### src/tmc_params.svh
// constants for the sixteen-bit timer with input capture
// What this block does
// - high location reads and writes the staging byte
// - low-byte write loads all sixteen bits together
// - counter clears, increments or decrements per tick
// - clock select zero stops counting, access remains
// - host counter write beats any count action
// - four-bit waveform mode field picks sequence
// - overflow flag set per mode, raises interrupt
// - matching edge copies counter into capture register
// - capture flag set with the copy
// - enabled flag interrupts; ack or write-one clears
// - capture low read stages its high byte
// - capture register writable only as count limit
// - comparator select switches the capture trigger
// - inputs synchronised; filter adds four cycles
// - capture input off in capture-limit modes
// - filter output changes after four agreeing samples
// - filter enabled by bit, runs on system clock
// - new capture always overwrites the register
// - own drive of capture pin triggers captures
// - limit is fixed, compare A or capture register
`ifndef TMC_PARAMS_SVH
`define TMC_PARAMS_SVH

// ----------------------------------------
// host byte locations
// ----------------------------------------
`define TMC_LOC_CNT_LOW  2'h0
`define TMC_LOC_CNT_HIGH 2'h1
`define TMC_LOC_CAP_LOW  2'h2
`define TMC_LOC_CAP_HIGH 2'h3

// ----------------------------------------
// count limits and reset values
// ----------------------------------------
`define TMC_TOP_8BIT  16'h00FF
`define TMC_TOP_9BIT  16'h01FF
`define TMC_TOP_10BIT 16'h03FF
`define TMC_MAX       16'hFFFF
`define TMC_BOTTOM    16'h0000
`define TMC_ONE       16'h0001
`define TMC_BYTE_RST  8'h00

// ----------------------------------------
// clock select codes and prescaler taps
// ----------------------------------------
`define TMC_CS_STOP    3'h0
`define TMC_CS_DIV1    3'h1
`define TMC_CS_DIV8    3'h2
`define TMC_CS_DIV64   3'h3
`define TMC_CS_DIV256  3'h4
`define TMC_CS_DIV1024 3'h5
`define TMC_CS_EXT_FALL 3'h6
`define TMC_CS_EXT_RISE 3'h7
`define TMC_PRE_MASK8    10'h007
`define TMC_PRE_MASK64   10'h03F
`define TMC_PRE_MASK256  10'h0FF
`define TMC_PRE_MASK1024 10'h3FF

// ----------------------------------------
// noise filter
// ----------------------------------------
`define TMC_FILT_ALL_ONE  4'hF
`define TMC_FILT_ALL_ZERO 4'h0

`endif

### src/tmc_pkg.sv
// types shared by the timer files
package tmc_pkg;

  // ----------------------------------------
  // count direction, one-hot
  // ----------------------------------------
  typedef enum logic [1:0]
  {
    TMC_DIR_UP   = 2'b01,
    TMC_DIR_DOWN = 2'b10
  } tmc_dir_t;

endpackage : tmc_pkg

### src/tmc_edge_unit.sv
// optional four-sample filter and edge detector
`timescale 1ns/1ns
module tmc_edge_unit
  import tmc_pkg::*;
(
  input  wire logic clk,
  input  wire logic reset_n,
  input  wire logic sample_in,
  input  wire logic filter_enable,
  input  wire logic rising_sel,
  input  wire logic gate_enable,
  output logic      edge_pulse
);

  `include "tmc_params.svh"

  logic [3:0] shift_reg;
  logic [3:0] shift_next;
  logic       filt_reg;
  logic       filt_next;
  logic       prev_reg;
  logic       prev_next;
  logic       pulse_reg;
  logic       pulse_next;
  logic       level;

  // ----------------------------------------
  // filter and detector
  // ----------------------------------------
  always_comb
  begin
    shift_next = {shift_reg[2:0], sample_in};
    filt_next  = filt_reg;
    // judge the window that includes this sample, so the filter adds exactly four cycles
    if (shift_next == `TMC_FILT_ALL_ONE)
    begin
      filt_next = 1'b1;
    end
    else if (shift_next == `TMC_FILT_ALL_ZERO)
    begin
      filt_next = 1'b0;
    end
    // only the filtered level feeds the detector when filtering
    level      = filter_enable ? filt_reg : sample_in;
    prev_next  = level;
    pulse_next = gate_enable && (level != prev_reg) && (level == rising_sel);
  end

  always_ff @(posedge clk or negedge reset_n)
  begin
    if (!reset_n)
    begin
      shift_reg <= `TMC_FILT_ALL_ZERO;
      filt_reg  <= 1'b0;
      prev_reg  <= 1'b0;
      pulse_reg <= 1'b0;
    end
    else
    begin
      shift_reg <= shift_next;
      filt_reg  <= filt_next;
      prev_reg  <= prev_next;
      pulse_reg <= pulse_next;
    end
  end

  assign edge_pulse = pulse_reg;
endmodule : tmc_edge_unit

### src/tmc_timer.sv
// sixteen-bit timer counter with staging byte and input capture
`timescale 1ns/1ns
module tmc_timer
  import tmc_pkg::*;
(
  input  wire logic        clk,
  input  wire logic        reset_n,
  input  wire logic [1:0]  host_addr,
  input  wire logic        host_wr,
  input  wire logic        host_rd,
  input  wire logic [7:0]  host_wdata,
  output logic      [7:0]  host_rdata,
  input  wire logic [1:0]  wgm_low_a,
  input  wire logic [1:0]  wgm_high_b,
  input  wire logic [2:0]  clock_source_select,
  input  wire logic        noise_filter_enable,
  input  wire logic        capture_rising_edge,
  input  wire logic        comparator_capture_select,
  input  wire logic        capture_irq_enable,
  input  wire logic        overflow_irq_enable,
  input  wire logic [15:0] compare_register_a,
  input  wire logic        capture_pin,
  input  wire logic        comparator_output,
  input  wire logic        external_count_pin,
  input  wire logic        capture_flag_clear,
  input  wire logic        overflow_flag_clear,
  input  wire logic        capture_irq_ack,
  input  wire logic        overflow_irq_ack,
  output logic      [15:0] count_value,
  output logic      [15:0] capture_register,
  output logic             capture_flag,
  output logic             overflow_flag,
  output logic             capture_irq,
  output logic             overflow_irq
);

  `include "tmc_params.svh"

  // ----------------------------------------
  // mode decoding
  // ----------------------------------------
  function automatic logic icr_top(input logic [3:0] m);
    icr_top = (m == 4'h8) || (m == 4'hA) || (m == 4'hC) || (m == 4'hE);
  endfunction : icr_top

  function automatic logic up_down(input logic [3:0] m);
    up_down = (m >= 4'h1 && m <= 4'h3) || (m >= 4'h8 && m <= 4'hB);
  endfunction : up_down

  function automatic logic fast_pwm(input logic [3:0] m);
    fast_pwm = (m >= 4'h5 && m <= 4'h7) || (m == 4'hE) || (m == 4'hF);
  endfunction : fast_pwm

  function automatic logic [15:0] top_of(input logic [3:0] m, input logic [15:0] ocra,
                                         input logic [15:0] icr);
    top_of = `TMC_MAX;
    unique case (m)
      4'h1, 4'h5:               top_of = `TMC_TOP_8BIT;
      4'h2, 4'h6:               top_of = `TMC_TOP_9BIT;
      4'h3, 4'h7:               top_of = `TMC_TOP_10BIT;
      4'h4, 4'h9, 4'hB, 4'hF:   top_of = ocra;
      4'h8, 4'hA, 4'hC, 4'hE:   top_of = icr;
      4'h0, 4'hD:               top_of = `TMC_MAX;
    endcase
  endfunction : top_of

  logic [3:0] mode;
  assign mode = {wgm_high_b, wgm_low_a};

  // ----------------------------------------
  // pin synchronisers
  // ----------------------------------------
  logic [2:0] sync1_reg;
  logic [2:0] sync2_reg;

  // own drive of the capture pin comes back through the pad input
  always_ff @(posedge clk or negedge reset_n)
  begin
    if (!reset_n)
    begin
      sync1_reg <= 3'h0;
      sync2_reg <= 3'h0;
    end
    else
    begin
      sync1_reg <= {external_count_pin, comparator_output, capture_pin};
      sync2_reg <= sync1_reg;
    end
  end

  // ----------------------------------------
  // edge units
  // ----------------------------------------
  logic cap_level;
  logic cap_event;
  logic ext_event;
  logic cap_gate;

  // switching source may itself look like an edge; software clears the flag
  assign cap_level = comparator_capture_select ? sync2_reg[1] : sync2_reg[0];
  assign cap_gate  = !icr_top(mode);

  tmc_edge_unit u_cap_edge
  (
    .clk           (clk),
    .reset_n       (reset_n),
    .sample_in     (cap_level),
    .filter_enable (noise_filter_enable),
    .rising_sel    (capture_rising_edge),
    .gate_enable   (cap_gate),
    .edge_pulse    (cap_event)
  );

  tmc_edge_unit u_ext_edge
  (
    .clk           (clk),
    .reset_n       (reset_n),
    .sample_in     (sync2_reg[2]),
    .filter_enable (1'b0),
    .rising_sel    (clock_source_select[0]),
    .gate_enable   (1'b1),
    .edge_pulse    (ext_event)
  );

  // ----------------------------------------
  // tick selection
  // ----------------------------------------
  logic [9:0] pre_reg;
  logic [9:0] pre_next;
  logic       tick;

  always_comb
  begin
    pre_next = pre_reg + 10'h001;
    tick     = 1'b0;
    unique case (clock_source_select)
      `TMC_CS_STOP:     tick = 1'b0;
      `TMC_CS_DIV1:     tick = 1'b1;
      `TMC_CS_DIV8:     tick = (pre_reg & `TMC_PRE_MASK8) == `TMC_PRE_MASK8;
      `TMC_CS_DIV64:    tick = (pre_reg & `TMC_PRE_MASK64) == `TMC_PRE_MASK64;
      `TMC_CS_DIV256:   tick = (pre_reg & `TMC_PRE_MASK256) == `TMC_PRE_MASK256;
      `TMC_CS_DIV1024:  tick = pre_reg == `TMC_PRE_MASK1024;
      `TMC_CS_EXT_FALL,
      `TMC_CS_EXT_RISE: tick = ext_event;
    endcase
  end

  always_ff @(posedge clk or negedge reset_n)
  begin
    if (!reset_n)
    begin
      pre_reg <= 10'h000;
    end
    else
    begin
      pre_reg <= pre_next;
    end
  end

  // ----------------------------------------
  // counter, staging byte, capture, host read
  // ----------------------------------------
  logic [15:0] cnt_reg;
  logic [15:0] cnt_next;
  logic [15:0] cap_reg;
  logic [15:0] cap_next;
  logic [7:0]  temp_reg;
  logic [7:0]  temp_next;
  logic [7:0]  rdata_reg;
  logic [7:0]  rdata_next;
  tmc_dir_t    dir_reg;
  tmc_dir_t    dir_next;
  logic        tov_set;
  logic [15:0] top;
  logic        cnt_wr;

  assign top    = top_of(mode, compare_register_a, cap_reg);
  assign cnt_wr = host_wr && (host_addr == `TMC_LOC_CNT_LOW);

  always_comb
  begin
    cnt_next   = cnt_reg;
    dir_next   = dir_reg;
    tov_set    = 1'b0;
    cap_next   = cap_reg;
    temp_next  = temp_reg;
    rdata_next = rdata_reg;
    if (cnt_wr)
    begin
      cnt_next = {temp_reg, host_wdata};
    end
    else if (tick)
    begin
      if (up_down(mode))
      begin
        unique case (dir_reg)
          TMC_DIR_UP:
          begin
            if (cnt_reg >= top)
            begin
              dir_next = TMC_DIR_DOWN;
              cnt_next = cnt_reg - `TMC_ONE;
            end
            else
            begin
              cnt_next = cnt_reg + `TMC_ONE;
            end
          end
          TMC_DIR_DOWN:
          begin
            if (cnt_reg == `TMC_BOTTOM)
            begin
              dir_next = TMC_DIR_UP;
              cnt_next = cnt_reg + `TMC_ONE;
              tov_set  = 1'b1;
            end
            else
            begin
              cnt_next = cnt_reg - `TMC_ONE;
            end
          end
        endcase
      end
      else
      begin
        dir_next = TMC_DIR_UP;
        if (cnt_reg == top)
        begin
          cnt_next = `TMC_BOTTOM;
        end
        else
        begin
          cnt_next = cnt_reg + `TMC_ONE;
        end
        tov_set = fast_pwm(mode) ? (cnt_reg == top) : (cnt_reg == `TMC_MAX);
      end
    end
    // host writes to the staging byte through either high location
    if (host_wr && (host_addr == `TMC_LOC_CNT_HIGH || host_addr == `TMC_LOC_CAP_HIGH))
    begin
      temp_next = host_wdata;
    end
    if (host_wr && host_addr == `TMC_LOC_CAP_LOW && icr_top(mode))
    begin
      cap_next = {temp_reg, host_wdata};
    end
    if (cap_event)
    begin
      cap_next = cnt_reg;
    end
    if (host_rd)
    begin
      unique case (host_addr)
        `TMC_LOC_CNT_LOW:
        begin
          rdata_next = cnt_reg[7:0];
          temp_next  = cnt_reg[15:8];
        end
        `TMC_LOC_CAP_LOW:
        begin
          rdata_next = cap_reg[7:0];
          temp_next  = cap_reg[15:8];
        end
        `TMC_LOC_CNT_HIGH,
        `TMC_LOC_CAP_HIGH:
        begin
          rdata_next = temp_reg;
        end
      endcase
    end
  end

  always_ff @(posedge clk or negedge reset_n)
  begin
    if (!reset_n)
    begin
      cnt_reg   <= `TMC_BOTTOM;
      cap_reg   <= `TMC_BOTTOM;
      temp_reg  <= `TMC_BYTE_RST;
      rdata_reg <= `TMC_BYTE_RST;
      dir_reg   <= TMC_DIR_UP;
    end
    else
    begin
      cnt_reg   <= cnt_next;
      cap_reg   <= cap_next;
      temp_reg  <= temp_next;
      rdata_reg <= rdata_next;
      dir_reg   <= dir_next;
    end
  end

  // ----------------------------------------
  // flags and interrupt requests
  // ----------------------------------------
  logic cap_flag_reg;
  logic cap_flag_next;
  logic tov_flag_reg;
  logic tov_flag_next;
  logic cap_irq_reg;
  logic cap_irq_next;
  logic tov_irq_reg;
  logic tov_irq_next;

  // a set in the cycle of a clear wins so no event is lost
  always_comb
  begin
    cap_flag_next = cap_event || (cap_flag_reg && !(capture_flag_clear || capture_irq_ack));
    tov_flag_next = tov_set || (tov_flag_reg && !(overflow_flag_clear || overflow_irq_ack));
    cap_irq_next  = cap_flag_next && capture_irq_enable;
    tov_irq_next  = tov_flag_next && overflow_irq_enable;
  end

  always_ff @(posedge clk or negedge reset_n)
  begin
    if (!reset_n)
    begin
      cap_flag_reg <= 1'b0;
      tov_flag_reg <= 1'b0;
      cap_irq_reg  <= 1'b0;
      tov_irq_reg  <= 1'b0;
    end
    else
    begin
      cap_flag_reg <= cap_flag_next;
      tov_flag_reg <= tov_flag_next;
      cap_irq_reg  <= cap_irq_next;
      tov_irq_reg  <= tov_irq_next;
    end
  end

  assign host_rdata       = rdata_reg;
  assign count_value      = cnt_reg;
  assign capture_register = cap_reg;
  assign capture_flag     = cap_flag_reg;
  assign overflow_flag    = tov_flag_reg;
  assign capture_irq      = cap_irq_reg;
  assign overflow_irq     = tov_irq_reg;
endmodule : tmc_timer

### config.mk
export PLATFORM = sky130hd
export DESIGN_NAME = tmc_timer
export DESIGN_NICKNAME = d
export VERILOG_FILES = /design/src/tmc_pkg.sv /design/src/tmc_edge_unit.sv /design/src/tmc_timer.sv
export VERILOG_INCLUDE_DIRS = /design/src
export SDC_FILE = /design/constraint.sdc
export NUM_CORES = 1
export LEC_CHECK = 0
export ABC_AREA = 1
export BUFFER_PORTS_ARGS = -buffer_cell sky130_fd_sc_hd__clkbuf_2
export CAP_MARGIN = 20
export CORE_ASPECT_RATIO = 0.75
export CORE_MARGIN = 2
export CORE_UTILIZATION = 45
export DETAILED_ROUTE_END_ITERATION = 16
export PLACE_DENSITY_LB_ADDON = 0.15
export SLEW_MARGIN = 15
export SYNTH_ARGS = -nofsm -noshare
export SYNTH_HDL_FRONTEND = slang
export SYNTH_SLANG_ARGS = --single-unit
### constraint.sdc
create_clock -name clk -period 2.42 [get_ports clk]
set_input_delay 0.242 -clock clk [delete_from_list [all_inputs] [get_ports clk]]
set_output_delay 0.242 -clock clk [all_outputs]
set_load 0.1 [all_outputs]
# == Yosys cells after proc, flatten, opt, wreduce, memory -nomap -nowiden ==
# Index checks and enable logic that the tools add are counted.
# totals
output_inout_bits,44
reg_bits,78
elab_cells,143
in_bits,49
# op_classes
n_reduce_logical,45
n_mux,29
eq_ne,40
n_bitwise,1
n_addsub,3
magnitude_cmp,7
# ops
op,n
2-to-1 mux 16 bit,8
case mux 16 bit (6 select lines),1
"equality test 4 bit, second input constant",9
case mux 16 bit (2 select lines),1
case mux 8 bit (3 select lines),1
"adder 16 x 1 -> 16 bit, second input constant",1
equality test 16 bit,1
"equality test 16 bit, second input constant",1
"equality test 4 x 3 -> 1 bit, second input constant",4
greater-or-equal comparator 16 bit,1
logical NOT 16 bit,1
2-to-1 mux 8 bit,2
case mux 8 bit (2 select lines),1
"subtractor 16 x 1 -> 16 bit, second input constant",1
"equality test 3 bit, second input constant",5
logical AND 1 bit,14
OR reduction 2 bit,6
logical OR 1 bit,11
"adder 10 x 1 -> 10 bit, second input constant",1
"equality test 10 bit, second input constant",1
2-to-1 mux 1 bit,10
"equality test 4 x 2 -> 1 bit, second input constant",2
"equality test 8 bit, second input constant",1
logical NOT 4 bit,2
25 further kinds,39

# == Depth between registers and ports, before layout ==
# depth
ltp_word,10
ltp_mapped,25

# == By module ==
# Synthesis repeated with hierarchy kept, for this count alone.
# hier_totals
hier_cells,697
hier_area_um2,5285.1
# modules_own_cells
mod,cells_each,area_per_inst_um2,instances
tmc_timer,647,4822.1,1
tmc_edge_unit,25,231.5,2

# == Least setup slack after synthesis ==
# Ideal clock, no wire load.
# synth_path
kind,reg2reg
from,register cnt_reg[0] (netlist: count_value[0])
to,register cnt_reg[14] (netlist: count_value[14])
arrival_time_ns,2.618
path_slack_ns,-0.318
n_path_buf,1
setup_ns,0.120
stages_incl_launch_ff,15
path_cell_list,dfrtp_1 -> inv_1 -> ha_1 -> nand2_1 -> nor2_1 -> nand2_1 -> nor2_1 -> nor2_1 -> nor2_2 -> nand2_4 -> buf_6 -> nand2_1 -> nand3_1 -> nand2_1 -> nand2_1
# synth_via
elab_chain_cells,6
elab_cells_between_ends,12
# synth_lines
element,line,text
start: declaration,tmc_timer.sv:163,logic [15:0] cnt_reg;
start signal: assignment,tmc_timer.sv:277,cnt_reg <= `TMC_BOTTOM;
start signal: assignment,tmc_timer.sv:285,cnt_reg <= cnt_next;
"subtractor 16 x 1 -> 16 bit (no line), or another cell as far along",n/a,
"2-to-1 mux 16 bit, on equally long branches","tmc_timer.sv:211, tmc_timer.sv:199",
case mux 16 bit (2 select lines),tmc_timer.sv:196,unique case (dir_reg)
2-to-1 mux 16 bit *,tmc_timer.sv:194,if (up_down(mode))
2-to-1 mux 16 bit *,tmc_timer.sv:192,else if (tick)
2-to-1 mux 16 bit *,tmc_timer.sv:188,if (cnt_wr)
# Every way passes the cells marked *; elsewhere a longest branch is shown, timed or not. The select of a mux whose other input is x is not followed.
# A chain may end at the register's enable or synchronous reset.

# == Final worst setup path ==
# layout_path
from,input port wgm_high_b[0]
to,register cnt_reg[10] (netlist: count_value[10])
# layout_via
elab_chain_cells,9
elab_cells_between_ends,38
# layout_lines
element,line,text
start: declaration,tmc_timer.sv:14,"input wire logic [1:0] wgm_high_b,"
"equality test 4 bit, or another cell as far along",tmc_timer.sv:57,unique case (m)
OR reduction 4 bit or OR reduction 2 bit (tied branches),tmc_timer.sv:57,
case mux 16 bit (6 select lines),tmc_timer.sv:57,
greater-or-equal comparator 16 bit,tmc_timer.sv:199,if (cnt_reg >= top)
2-to-1 mux 16 bit,tmc_timer.sv:199,
case mux 16 bit (2 select lines),tmc_timer.sv:196,
2-to-1 mux 16 bit *,tmc_timer.sv:194,
2-to-1 mux 16 bit *,tmc_timer.sv:192,
2-to-1 mux 16 bit *,tmc_timer.sv:188,
# Marks and branches as above.

==> results.md <==
- Type of the setup path with the least slack: in -> reg
- Cell leakage power: approximately 3.3 nW
- Count of flip-flops with a built-in enable after synthesis: 0
- Startpoint of the worst hold path: capture_pin
- Fmax: ~400 MHz
- Number of unique standard cell types used by synthesis: between 40 and 50
- Cell Area, Synth: a little over 5000 um^2
- Hold crit path type: in -> reg
- Number of remaining DRC errors: 0
- Tightest slew margin relative to the limit: 59.9%
- Number of nets still failing antenna checks after routing: 0
- Sequential cell area fraction in the yosys report: a little under two fifths
- Routed Wire Length: between 15000 and 20000 um
- Final cycle utilization of the critical path: 102%
- Die X: ~130 um
- Largest net degree at the start of global routing: between 40 and 50
- Number of fill cells in the layout: 997
- Routed wire per std cell: between 15 and 20 um
- Area growth, synth to finish: 29.0%
- Fin. Hold Viols: 0
- Timing startpoint of the critical path: wgm_high_b[0]
- Vias in the first global route: just under 5000
- Top layer reached by signal wires: met4
- Clock latency on the worst-skew pair: between 0.3 and 0.4 ns
- Area share of the largest cell type after synthesis: 37.6%
- Post-layout worst setup margin: -0.0372 ns
- Arr. time, crit path: around 2.7 ns
- Via count: approximately 5300
- First-pass GRT wire length: 26400 um
- Count of synthesis-stage warnings from yosys: 0
- Number of primary I/O pins: 93
- Result of the run: finished with violations
- Root buffer selected by CTS: sky130_fd_sc_hd__clkbuf_16
- Most common cell in the netlist: sky130_fd_sc_hd__nand2_1
- Max IR drop VDD: approximately 0.00065 V
- Number of antenna violations at the first check in global routing: 1
- Setup repair after global routing missed its margin: yes
- Cell area power density: ~1400 nW/um^2
- Setup TNS after final layout: -0.116 ns
- Fin crit period: between 2 and 2.5 ns
- DRT iter0 DRCs: between 500 and 600
- Actual transition at the worst max-transition pin: between 0.6 and 0.7 ns
- GRT overflow: 0
- TritonCTS clock tree: yes
- Setup Skew: 0.00464 ns
- CP required: between 2 and 3 ns
- Met2 WL: about 7400 um
- Critical path's top delay family: simple AND/OR/NAND/NOR gates
- Share of final-layout standard cells stronger than drive strength 1: a little under a third
- Worst hold margin: between 0.006 and 0.007 ns
- Wl on met1: ~7900 um
- Final Total Pwr: 0.00907 W
- Longest Clk Path Bufs: 2
- Core Region: roughly 11000 um^2
- CP max-delay cell: sky130_fd_sc_hd__o211ai_1
- Buffers on Ports: roughly 90
- Average footprint of a synthesized cell: between 7 and 8 um^2
- Row cnt: 33
- CTS sink cnt: 78
- Critical path startpoint category: input pin
- Floorplan die area: about 12000 um^2
- H-tree level count: 3
- Most common library cells after synthesis: sky130_fd_sc_hd__nand2_1, sky130_fd_sc_hd__inv_1, sky130_fd_sc_hd__dfrtp_1, sky130_fd_sc_hd__nor2_1, sky130_fd_sc_hd__o21ai_0
- Sum of buffers and inverters on the critical path: 4
- List of cells traversed by the critical path: buf_8 -> inv_4 -> o211ai_1 -> nand2_4 -> buf_12 -> a221oi_2 -> ha_1 -> nand2_2 -> nor2_2 -> nand2_1 -> o21ai_2 -> nor2_2 -> buf_6 -> nand3_4 -> nand2_4 -> nand2_1 -> nand3_1 -> nand2_1 -> nand2_1
- Number of max-capacitance violations reported: 0
- Maximum cell stage delay along the critical path: roughly 0.34 ns
- Starting Density: a little under half
- Failing checks: setup timing
- Overall Global Routing Usage: 28.5%
- Library cell occupying the most area in the post-synthesis netlist: sky130_fd_sc_hd__dfrtp_1
- CP Capture Type: flop
- Gate count after technology mapping: a little under 700
- Top cells by area, synth: sky130_fd_sc_hd__dfrtp_1, sky130_fd_sc_hd__nand2_1, sky130_fd_sc_hd__inv_1, sky130_fd_sc_hd__ha_1, sky130_fd_sc_hd__o21ai_0
- Worst-path clk slew: about 0.060 ns
- First-pass detailed-route iteration total: 5
- Die Height: between 90 and 100 um
- Startpoint of the worst-slack reg-to-reg timing path: capture_register[9]
- Number of vias per cell after detailed routing: around 5.6
- Synth Flop Type: sky130_fd_sc_hd__dfrtp_1
- Hpwl dp: between 10000 and 15000 um
- FFs w/ async S/R, synth: 100%
- Final setup fails: 6
- Flip-flop and latch count after synthesis: roughly 80
- Final max-slew violation count: 0
- TritonCTS buffer count: 9
- Net count after synthesis: around 750
- Placer Congestion: between 1 and 1.5
- Largest fanout on the critical path: 8
- Met3 WL: 1960 um
- Layout Nets: 869
- Critical Path Most Common Cell: sky130_fd_sc_hd__nand2_1
-- repair_timing --
action,CTS,global route
endpoints found under the setup margin,11,17
hold endpoints to repair,42,0
pin swaps,0,32
gates resized for setup,2,51
hold buffers,2,0
gates cloned,0,3
setup buffers,0,4
-- per-stage QoR --
step	utilization (%)	setup WS [ns]	area (um^2)	instances
after CTS	57.4	0.0366	6330	937
after floorplan	-	-0.00536	5260	681
after detailed placement	54.5	-0.383	6010	919
final	59.9	-0.0372	6610	946
after global routing	59.9	-0.205	6600	944
after global placement	54.5	-0.285	6010	919
-- final timing paths --
check,end,cells past startpoint,slack [ns]
max,count_value[10],19,-0.04
min,sync1_reg[0],1,0.007
max reg2reg,count_value[10],16,0.04
min reg2reg,sync2_reg[0],0,0.35
max in group asynchronous,capture_register[6],3,1.35
min in group asynchronous,u_cap_edge.filt_reg,2,0.45
-- layer usage --
layer	vias up	track usage [%]
met2	259	43.0
met3	34	7.82
met1	2505	40.6
met5	-	0
met4	0	8.06
li1	2498	-
-- cell type report --
type	count	area, um^2	area share, %
clock buffers	10	229	3.46
diodes	2	5.00	0.0757
clock inverters	6	71.3	1.08
flip-flops and latches	78	1990	30.1
repair buffers	131	810	12.2
well taps	140	175	2.65
multi-input cells	494	3000	45.4
inverters	85	332	5.02
-- report_power, final --
group	leakage (nW)	switching, W	internal (W)
sequential	0.924	0.000569	0.00171
combinational	2.22	0.00413	0.00127
clock	0.139	0.000579	0.000807
total	3.28	0.00528	0.00379
-- logic make-up (layout without fill, tap and decap cells) --
| logic type | after synthesis | after routing | synth area share [%] |
|---|---|---|---|
| AOI/OAI and AO/OA | 137 | 137 | 16.9 |
| xor gates and xnor gates | 27 | 27 | 4.62 |
| muxes | 1 | 1 | 0.220 |
| adders and majority gates | 21 | 21 | 5.13 |
| buffers and inverters | 112 | 232 | 9.13 |
| other | 0 | 2 | 0 |
| and+or+nand+nor | 305 | 308 | 25.8 |
| DFF | 78 | 78 | 38.1 |
-- cell usage in the layout (no fill, tap or decap), drive strengths merged, types with 19 or more instances in the layout --
cell,n
nand2,185
buf,40
clkbuf,99
inv,86
o211ai,19
xor2,22
dfrtp,77
nand3,37
ha,21
nor2,72
a21oi,19
o21ai,50
Note: power is estimated with default switching activity, not from simulation.
